--- src/rtl/tlps_pkg.sv ---
/*
 package of the thermal line print sequencer: timing constants, motor phase table, states.
 assumes a 100 MHz mclk_i.
*/
package tlps_pkg;
	localparam int CLK_MHZ = 100;
	// pause after every head activation, in microseconds (0.1 ms)
	localparam int PAUSE_US = 100;
	localparam int PAUSE_CYC = PAUSE_US * CLK_MHZ;
	localparam int LINE_BITS = 384;
	localparam int SCLK_DIV = 4;
	localparam int STROBE_CYC = 50000;
	localparam int STEP_CYC = 100000;
	localparam int FIRST_STEP_CYC = 300000;
	localparam int LATCH_CYC = 4;
	localparam int CNT_W = 24;
	localparam int BUF_W = 8;
	localparam logic [3:0] PHASE_IDLE = 4'h0;

	typedef enum logic [3:0] {
		ST_IDLE, ST_PRELOAD, ST_START_STEP, ST_LATCH, ST_STROBE_A, ST_GAP_A,
		ST_STROBE_B, ST_GAP_B, ST_WAIT_STEP, ST_FINISH
	} tlps_state_type;

	// full-step sequence on the four motor lines {a, b, a_n, b_n}
	function automatic logic [3:0] tlps_phase(input logic [1:0] idx);
		case (idx)
			2'h0: tlps_phase = 4'h9;
			2'h1: tlps_phase = 4'hc;
			2'h2: tlps_phase = 4'h6;
			default: tlps_phase = 4'h3;
		endcase
	endfunction
endpackage

--- src/rtl/tlps_buf2.sv ---
/*
 two-entry buffer with valid and ready on both sides.
 assumes one clock, synchronous active-low reset.
*/
`timescale 1ns/100ps
`default_nettype none
module tlps_buf2 #(
	parameter int W = 8
) (
	input wire logic mclk_i,
	input wire logic rst_n_i,
	input wire logic in_valid_i,
	output logic in_ready_o,
	input wire logic [W-1:0] in_data_i,
	output logic out_valid_o,
	input wire logic out_ready_i,
	output logic [W-1:0] out_data_o
);
	logic [W-1:0] mem [2];
	logic [W-1:0] next_mem [2];
	logic rd_ptr, wr_ptr, next_rd_ptr, next_wr_ptr;
	logic [1:0] count, next_count;
	logic push, pop;

	assign in_ready_o = (count != 2'h2);
	assign out_valid_o = (count != 2'h0);
	assign out_data_o = mem[rd_ptr];
	assign push = in_valid_i && in_ready_o;
	assign pop = out_valid_o && out_ready_i;

	always_comb begin
		next_mem = mem;
		next_wr_ptr = wr_ptr;
		next_rd_ptr = rd_ptr;
		next_count = count;
		if (push) begin
			next_mem[wr_ptr] = in_data_i;
			next_wr_ptr = ~wr_ptr;
		end
		if (pop) begin
			next_rd_ptr = ~rd_ptr;
		end
		if (push && !pop) begin
			next_count = count + 2'h1;
		end else if (pop && !push) begin
			next_count = count - 2'h1;
		end
	end

	always_ff @(posedge mclk_i) begin
		if (!rst_n_i) begin
			mem[0] <= '0;
			mem[1] <= '0;
			rd_ptr <= 1'b0;
			wr_ptr <= 1'b0;
			count <= 2'h0;
		end else begin
			mem <= next_mem;
			rd_ptr <= next_rd_ptr;
			wr_ptr <= next_wr_ptr;
			count <= next_count;
		end
	end
endmodule
`default_nettype wire

--- src/rtl/tlps_ctrl.sv ---
/*
 controller for a line thermal head and its four-phase paper-feed stepper.
 assumes bytes of line data arrive msb first on a valid/ready port, and that
 the sense pins are asynchronous and already debounced outside.
*/
`timescale 1ns/100ps
`default_nettype none
module tlps_ctrl
	import tlps_pkg::*;
#(
	parameter int LINE_BITS_P = tlps_pkg::LINE_BITS,
	parameter int STROBE_CYC_P = tlps_pkg::STROBE_CYC,
	parameter int STEP_CYC_P = tlps_pkg::STEP_CYC,
	parameter int FIRST_STEP_CYC_P = tlps_pkg::FIRST_STEP_CYC,
	parameter int PAUSE_CYC_P = tlps_pkg::PAUSE_CYC
) (
	input wire logic mclk_i,
	input wire logic rst_n_i,
	input wire logic start_i,
	input wire logic [15:0] line_count_i,
	input wire logic two_division_i,
	input wire logic data_valid_i,
	output logic data_ready_o,
	input wire logic [tlps_pkg::BUF_W-1:0] data_i,
	input wire logic paper_sense_out_i,
	input wire logic head_down_sense_i,
	output logic serial_print_bits_o,
	output logic shift_clock_o,
	output logic line_store_o,
	output logic strobe_first_division_o,
	output logic strobe_second_division_o,
	output logic [3:0] motor_phase_o,
	output logic busy_o,
	output logic fault_o
);
	import tlps_pkg::*;

	tlps_state_type state, next_state;
	logic [CNT_W-1:0] tmr, next_tmr, step_tmr, next_step_tmr;
	logic [15:0] lines_left, next_lines_left;
	logic [1:0] phase_idx, next_phase_idx;
	logic motor_on, next_motor_on;
	logic stb_a, next_stb_a, stb_b, next_stb_b, latch, next_latch;
	logic paper_m, paper_s, head_m, head_s;
	logic inhibit;
	// serial shifter state
	logic sh_busy, next_sh_busy, sh_req;
	logic [15:0] bits_left, next_bits_left;
	logic [2:0] bit_idx, next_bit_idx;
	logic [1:0] div, next_div;
	logic sclk, next_sclk, sdat, next_sdat;
	logic buf_valid, buf_pop;
	logic [BUF_W-1:0] buf_data;

	tlps_buf2 #(.W(BUF_W)) u_buf (
		.mclk_i(mclk_i),
		.rst_n_i(rst_n_i),
		.in_valid_i(data_valid_i),
		.in_ready_o(data_ready_o),
		.in_data_i(data_i),
		.out_valid_o(buf_valid),
		.out_ready_i(buf_pop),
		.out_data_o(buf_data)
	);

	// sense pins, two flops each
	always_ff @(posedge mclk_i) begin
		if (!rst_n_i) begin
			paper_m <= 1'b1;
			paper_s <= 1'b1;
			head_m <= 1'b1;
			head_s <= 1'b1;
		end else begin
			paper_m <= paper_sense_out_i;
			paper_s <= paper_m;
			head_m <= head_down_sense_i;
			head_s <= head_m;
		end
	end
	assign inhibit = paper_s || head_s;

	// serial shifter: one bit per shift clock period, stalls on an empty buffer
	assign buf_pop = sh_busy && buf_valid && (div == 2'(SCLK_DIV - 1)) && sclk
		&& (bit_idx == 3'h0);
	always_comb begin
		next_sh_busy = sh_busy;
		next_bits_left = bits_left;
		next_bit_idx = bit_idx;
		next_div = div;
		next_sclk = sclk;
		next_sdat = sdat;
		if (sh_req && !sh_busy) begin
			next_sh_busy = 1'b1;
			next_bits_left = 16'(LINE_BITS_P);
			next_bit_idx = 3'h7;
			next_div = 2'h0;
		end else if (sh_busy && buf_valid) begin
			next_div = div + 2'h1;
			if (div == 2'h0) begin
				next_sdat = buf_data[bit_idx];
			end else if (div == 2'h1) begin
				next_sclk = 1'b1;
			end else if (div == 2'(SCLK_DIV - 1)) begin
				next_sclk = 1'b0;
				next_bit_idx = bit_idx - 3'h1;
				next_bits_left = bits_left - 16'h1;
				if (bits_left == 16'h1) begin
					next_sh_busy = 1'b0;
				end
			end
		end
	end
	always_ff @(posedge mclk_i) begin
		if (!rst_n_i) begin
			sh_busy <= 1'b0;
			bits_left <= 16'h0;
			bit_idx <= 3'h7;
			div <= 2'h0;
			sclk <= 1'b0;
			sdat <= 1'b0;
		end else begin
			sh_busy <= next_sh_busy;
			bits_left <= next_bits_left;
			bit_idx <= next_bit_idx;
			div <= next_div;
			sclk <= next_sclk;
			sdat <= next_sdat;
		end
	end

	// sequencer
	always_comb begin
		next_state = state;
		next_tmr = (tmr != '0) ? tmr - CNT_W'(1) : tmr;
		next_step_tmr = (step_tmr != '0) ? step_tmr - CNT_W'(1) : step_tmr;
		next_lines_left = lines_left;
		next_phase_idx = phase_idx;
		next_motor_on = motor_on;
		next_stb_a = 1'b0;
		next_stb_b = 1'b0;
		next_latch = 1'b0;
		sh_req = 1'b0;
		case (state)
			ST_IDLE: begin
				if (start_i && line_count_i != 16'h0) begin
					next_lines_left = line_count_i;
					sh_req = 1'b1;
					next_state = ST_PRELOAD;
				end
			end
			ST_PRELOAD: begin
				next_motor_on = 1'b1;
				next_step_tmr = CNT_W'(FIRST_STEP_CYC_P);
				next_state = ST_START_STEP;
			end
			ST_START_STEP: begin
				// shifting of the first line may overlap the restart phase
				if (step_tmr == '0 && !sh_busy) begin
					next_phase_idx = phase_idx + 2'h1;
					next_step_tmr = CNT_W'(STEP_CYC_P);
					next_latch = 1'b1;
					next_tmr = CNT_W'(LATCH_CYC);
					next_lines_left = lines_left - 16'h1;
					next_state = ST_LATCH;
				end
			end
			ST_LATCH: begin
				next_latch = (tmr > CNT_W'(1));
				if (tmr == '0) begin
					if (lines_left != 16'h0) begin
						sh_req = 1'b1;
					end
					next_tmr = CNT_W'(STROBE_CYC_P);
					next_state = ST_STROBE_A;
				end
			end
			ST_STROBE_A: begin
				if (!inhibit) begin
					next_stb_a = (tmr != '0);
					next_stb_b = (tmr != '0) && !two_division_i;
				end
				if (tmr == '0) begin
					next_tmr = CNT_W'(PAUSE_CYC_P);
					next_state = ST_GAP_A;
				end
			end
			ST_GAP_A: begin
				if (tmr == '0) begin
					if (two_division_i) begin
						next_tmr = CNT_W'(STROBE_CYC_P);
						next_state = ST_STROBE_B;
					end else begin
						next_state = ST_WAIT_STEP;
					end
				end
			end
			ST_STROBE_B: begin
				next_stb_b = (tmr != '0) && !inhibit;
				if (tmr == '0) begin
					next_tmr = CNT_W'(PAUSE_CYC_P);
					next_state = ST_GAP_B;
				end
			end
			ST_GAP_B: begin
				if (tmr == '0) begin
					next_state = ST_WAIT_STEP;
				end
			end
			ST_WAIT_STEP: begin
				if (lines_left == 16'h0) begin
					next_state = ST_FINISH;
				end else if (step_tmr == '0 && !sh_busy) begin
					next_phase_idx = phase_idx + 2'h1;
					next_step_tmr = CNT_W'(STEP_CYC_P);
					next_latch = 1'b1;
					next_tmr = CNT_W'(LATCH_CYC);
					next_lines_left = lines_left - 16'h1;
					next_state = ST_LATCH;
				end
			end
			ST_FINISH: begin
				// keep the phase index so the next restart reuses it
				if (step_tmr == '0) begin
					next_motor_on = 1'b0;
					next_state = ST_IDLE;
				end
			end
			default: next_state = ST_IDLE;
		endcase
	end
	always_ff @(posedge mclk_i) begin
		if (!rst_n_i) begin
			state <= ST_IDLE;
			tmr <= '0;
			step_tmr <= '0;
			lines_left <= 16'h0;
			phase_idx <= 2'h0;
			motor_on <= 1'b0;
			stb_a <= 1'b0;
			stb_b <= 1'b0;
			latch <= 1'b0;
		end else begin
			state <= next_state;
			tmr <= next_tmr;
			step_tmr <= next_step_tmr;
			lines_left <= next_lines_left;
			phase_idx <= next_phase_idx;
			motor_on <= next_motor_on;
			stb_a <= next_stb_a;
			stb_b <= next_stb_b;
			latch <= next_latch;
		end
	end

	assign serial_print_bits_o = sdat;
	assign shift_clock_o = sclk;
	assign line_store_o = latch;
	assign strobe_first_division_o = stb_a && !inhibit;
	assign strobe_second_division_o = stb_b && !inhibit;
	assign motor_phase_o = motor_on ? tlps_phase(phase_idx) : PHASE_IDLE;
	assign busy_o = (state != ST_IDLE);
	assign fault_o = inhibit;
endmodule
`default_nettype wire

--- config.mk ---
export PLATFORM = sky130hd
export DESIGN_NAME = tlps_ctrl
export DESIGN_NICKNAME = d
export VERILOG_FILES = /design/src/rtl/tlps_pkg.sv /design/src/rtl/tlps_buf2.sv /design/src/rtl/tlps_ctrl.sv
export SDC_FILE = /design/constraint.sdc
export NUM_CORES = 1
export LEC_CHECK = 0
export ABC_AREA = 1
export ABC_CLOCK_PERIOD_IN_PS = 2100
export BUFFER_PORTS_ARGS = -buffer_cell sky130_fd_sc_hd__buf_2
export CAP_MARGIN = 30
export CELL_PAD_IN_SITES_DETAIL_PLACEMENT = 0
export CELL_PAD_IN_SITES_GLOBAL_PLACEMENT = 1
export CORE_MARGIN = 5
export CORE_UTILIZATION = 41
export CTS_BUF_LIST = sky130_fd_sc_hd__clkbuf_2
export DETAILED_ROUTE_END_ITERATION = 10
export GPL_TIMING_DRIVEN = 0
export PLACE_DENSITY_LB_ADDON = 0.25
export SYNTH_ARGS = -nofsm -noshare
export SYNTH_HDL_FRONTEND = slang
export SYNTH_SLANG_ARGS = --single-unit
export TNS_END_PERCENT = 20
--- constraint.sdc ---
create_clock -name mclk_i -period 2.1 [get_ports mclk_i]
set_clock_uncertainty 0.2 [all_clocks]
set_input_delay 0.21 -clock mclk_i [delete_from_list [all_inputs] [get_ports mclk_i]]
set_output_delay 0.21 -clock mclk_i [all_outputs]
set_load 0.05 [all_outputs]
==> impl_metrics.csv <==
group,metric,value,unit
placement,dp.cells,1302,
die,std_cell_rows,47,
grt,grt_max_degree,17,
die,die_h,140,um
timing,hold_ws,0.109,ns
timing,fmax,0.467,GHz
die,dieArea,19600,sq um
layout,final_area,9010,sq um
layout,final_cell_mix,"nand2_1 (199), nor2_1 (159), dfxtp_1 (96), inv_1 (93), nand3_1 (66)",
layout,final_common_cell,"nand2_1",
route,avgViaCountPerCell,4.93,
route,wl_per_cell,13.9,um
worst_setup_path,crit_type,"reg -> reg",
worst_setup_path,cp-end-kind,"register",
synthesis,ys.flop_type,"dfxtp_1",
worst_setup_path,worst-path-buf-inv,3,
worst_setup_path,crit_slowest_cell,"dfxtp_1",
grt,grt_pass1_vias,6673,
synthesis,syn_area,6920,sq um
synthesis,synth_xor_area_share,5.70,%
synthesis,ys_types,47,
grt,grt_first_pass_wirelength,32100,um
route,drc,0,
timing,relSlewSlack,48.6,%
die,io_pins,43,
worst_setup_path,critPathMaxFanout,10,
synthesis,avgSynthCellArea,6.65,sq um
clocking,clk_pin_slew_worst_paths,0.20,ns
grt,antenna_found_initial,1,
status,outcome,"complete, but fails checks",
placement,dpl_cell_area,7410,sq um
route,dr_total_vias,7014,
grt,grt.total_usage,20.0,%
timing,period_minus_slack,2.14,ns
synthesis,yosysSeqAreaShare,35.3,%
synthesis,synth_top_family_by_area,"simple AND/OR/NAND/NOR gates",
placement,dpl_worst_slack,-0.491,ns
placement,io_buffers,42,
synthesis,ys_ff_latch,122,
status,violations,"negative setup slack",
synthesis,yosys.area_share.simple,35.7,%
worst_setup_path,reg2reg_slack,-0.04,ns
timing,tightest_slew,0.771,ns
worst_setup_path,start_kind,"register",
grt,overflow,0,
die,core_area,16600,sq um
worst_setup_path,crit_family,"simple AND/OR/NAND/NOR gates",
timing,setup_viol,11,
placement,gp_congestion,0.879,
layout,drive_above_1_share,24.3,%
worst_setup_path,cpMostUsedCell,"nand2_2",
clocking,clk-insertion-delay-late,0.72,ns
synthesis,synth-compound-area-share,11.8,%
power,vdd_drop_max,0.000419,V
layout,instances_no_fill,1422,
worst_setup_path,critPathMaxStageDelay,0.38,ns
clocking,cts-root-buf,"clkbuf_2",
clocking,clockBufferDepth,2,
route,dr.first_iter.drc_count,331,
timing,drv_slew,0,
die,die_x,140,um
timing,final-hold-violation-count,0,
clocking,cts_tree,"done",
synthesis,synth-edff-count,0,
synthesis,synth-adder-area-share,3.26,%
job,maxCapViolCount,0,
synthesis,syn_inst,1040,
clocking,htreeDepth,4,
synthesis,yosysWarnings,0,
power,cellLeakagePower,4.00,nW
clocking,clock_sinks,122,
timing,fin_crit_sh,102,%
power,p_per_area,1290,nW/um^2
route,dr.pass1.iters,8,
worst_hold_path,hold_class,"in -> reg",
route,finalWirelength,19800,um
timing,rsz0062_at_grt,"true",
layout,area_delta_synth_final,30.2,%
worst_setup_path,cp.arrival,2.54,ns
synthesis,yosys-mux-area-fraction,0,%
clocking,cts_made_buffers,17,
layout,final_nets,1238,
worst_setup_path,cp.required,2.50,ns
die,initial_core_util,41.7,%
route,antenna_left,0,
placement,hpwl,13500,um
synthesis,syn_nets,1089,
worst_setup_path,path_cells,"nor2_2 -> nand2_2 -> nor2_4 -> buf_4 -> nand3_4 -> inv_4 -> nand3_1 -> o21ai_2 -> nand2_2 -> nand2_4 -> buf_6 -> a21oi_1",
timing,layout_setup_ws,-0.0424,ns
synthesis,async_flop_share,0,%
## layout make-up
cell class	instances	area [sq um]
diodes	1	2.50
plain buffers	22	161
clock buffers	17	85.1
clock inverters	14	109
fillers	1706	7570
inverters	117	473
multi-input cells	778	4330
flip-flops and latches	122	2490
well taps	220	275
repair buffers	131	1090
## path summary, 6_finish.rpt
kind	startpoint	endpoint	depth (start not counted)
max	tmr[5]$_SDFF_PN0_	bits_left[9]$_SDFFE_PP0P_	12
min	data_i[3]	u_buf.mem[3]$_SDFFE_PN0P_	4
max reg2reg	tmr[5]$_SDFF_PN0_	bits_left[9]$_SDFFE_PP0P_	12
min reg2reg	head_m$_SDFF_PN1_	head_s$_SDFF_PN1_	1
## what timing repair did
action	4_1_cts	5_1_grt
buffers inserted	17	26
hold buffers	42	0
hold endpoints to repair	88	0
pin swaps	21	25
setup endpoints to repair	99	96
gates cloned	2	2
resized for setup	108	98
## worst reg2reg max path, delay by kind of cell (launching register included)
family	cells	cell delay, ns
AOI/OAI and AO/OA	2	0.16
and+or+nand+nor	7	0.90
buffers and inverters	3	0.41
DFF	1	0.38
## per-layer routing
metal	vias up	part of all wire, %	wire (um)	GRT usage, %
li1	3654	-	-	-
met1	3189	47	9260	25.7
met2	132	47	9300	33.7
met3	39	4.1	800	4.46
met4	0	2.0	394	6.27
met5	-	0	0	0
## per-stage QoR
| stage | setup TNS, ns | util, % | total power [mW] |
|---|---|---|---|
| CTS | -0.256 | 51.5 | 10.7 |
| detailed placement | -25.56 | 44.7 | 8.50 |
| global placement | -26.99 | 44.7 | 8.50 |
| finish | -0.219 | 54.3 | 11.6 |
| global route | -3.04 | 54.3 | 12.6 |
| floorplan | 0 | - | 7.33 |
## state kept, by name, indices dropped and copies added, names as in the netlist, 2 cells and up
register	cells
u_buf.count	2
u_buf.mem	16
bit_idx	3
state	4
phase_idx	2
div	2
tmr	24
lines_left	16
bits_left	16
step_tmr	24
## cells by family after synthesis
| logic type | count (synthesis) |
|---|---|
| fa+ha+maj | 18 |
| simple gates | 564 |
| buf+inv | 140 |
| xor+xnor | 45 |
| compound gates | 151 |
| flops | 122 |
## synth_stat cells (2+ instances only)
cell type  number  share of area, %
nand2_1       211                11
nor2_1        200                11
dfxtp_1       122                35
inv_1         107               5.8
nand3_1        70               5.1
a21oi_1        64               4.6
o21ai_0        59               4.3
xor2_1         31               3.9
nor3_1         24               1.7
ha_1           18               3.3
or2_2          16               1.4
xnor2_1        14               1.8
clkbuf_1       12              0.65
nand4_1         9              0.81
inv_2           7              0.38
nor2_2          7              0.63
nor2_4          5              0.81
a31oi_1         4              0.36
buf_2           4              0.29
nand2_2         4              0.36
nand3b_1        4              0.43
o21ai_1         4              0.29
a21boi_0        3              0.33
buf_4           3              0.33
buf_6           3              0.49
clkinv_1        3              0.16
nand3_2         3              0.43
nor4_1          3              0.27
o211ai_1        3              0.33
a21oi_2         2              0.25
a31o_2          2              0.25
nor3_2          2              0.29
o2111ai_1       2              0.25
o21ai_2         2              0.25
## report_power, final
| part | internal, mW | switching, mW |
|---|---|---|
| Clock | 0.396 | 0.931 |
| Sequential | 2.84 | 0.518 |
| Combinational | 2.86 | 4.08 |
(Power assumes the default switching activity.)
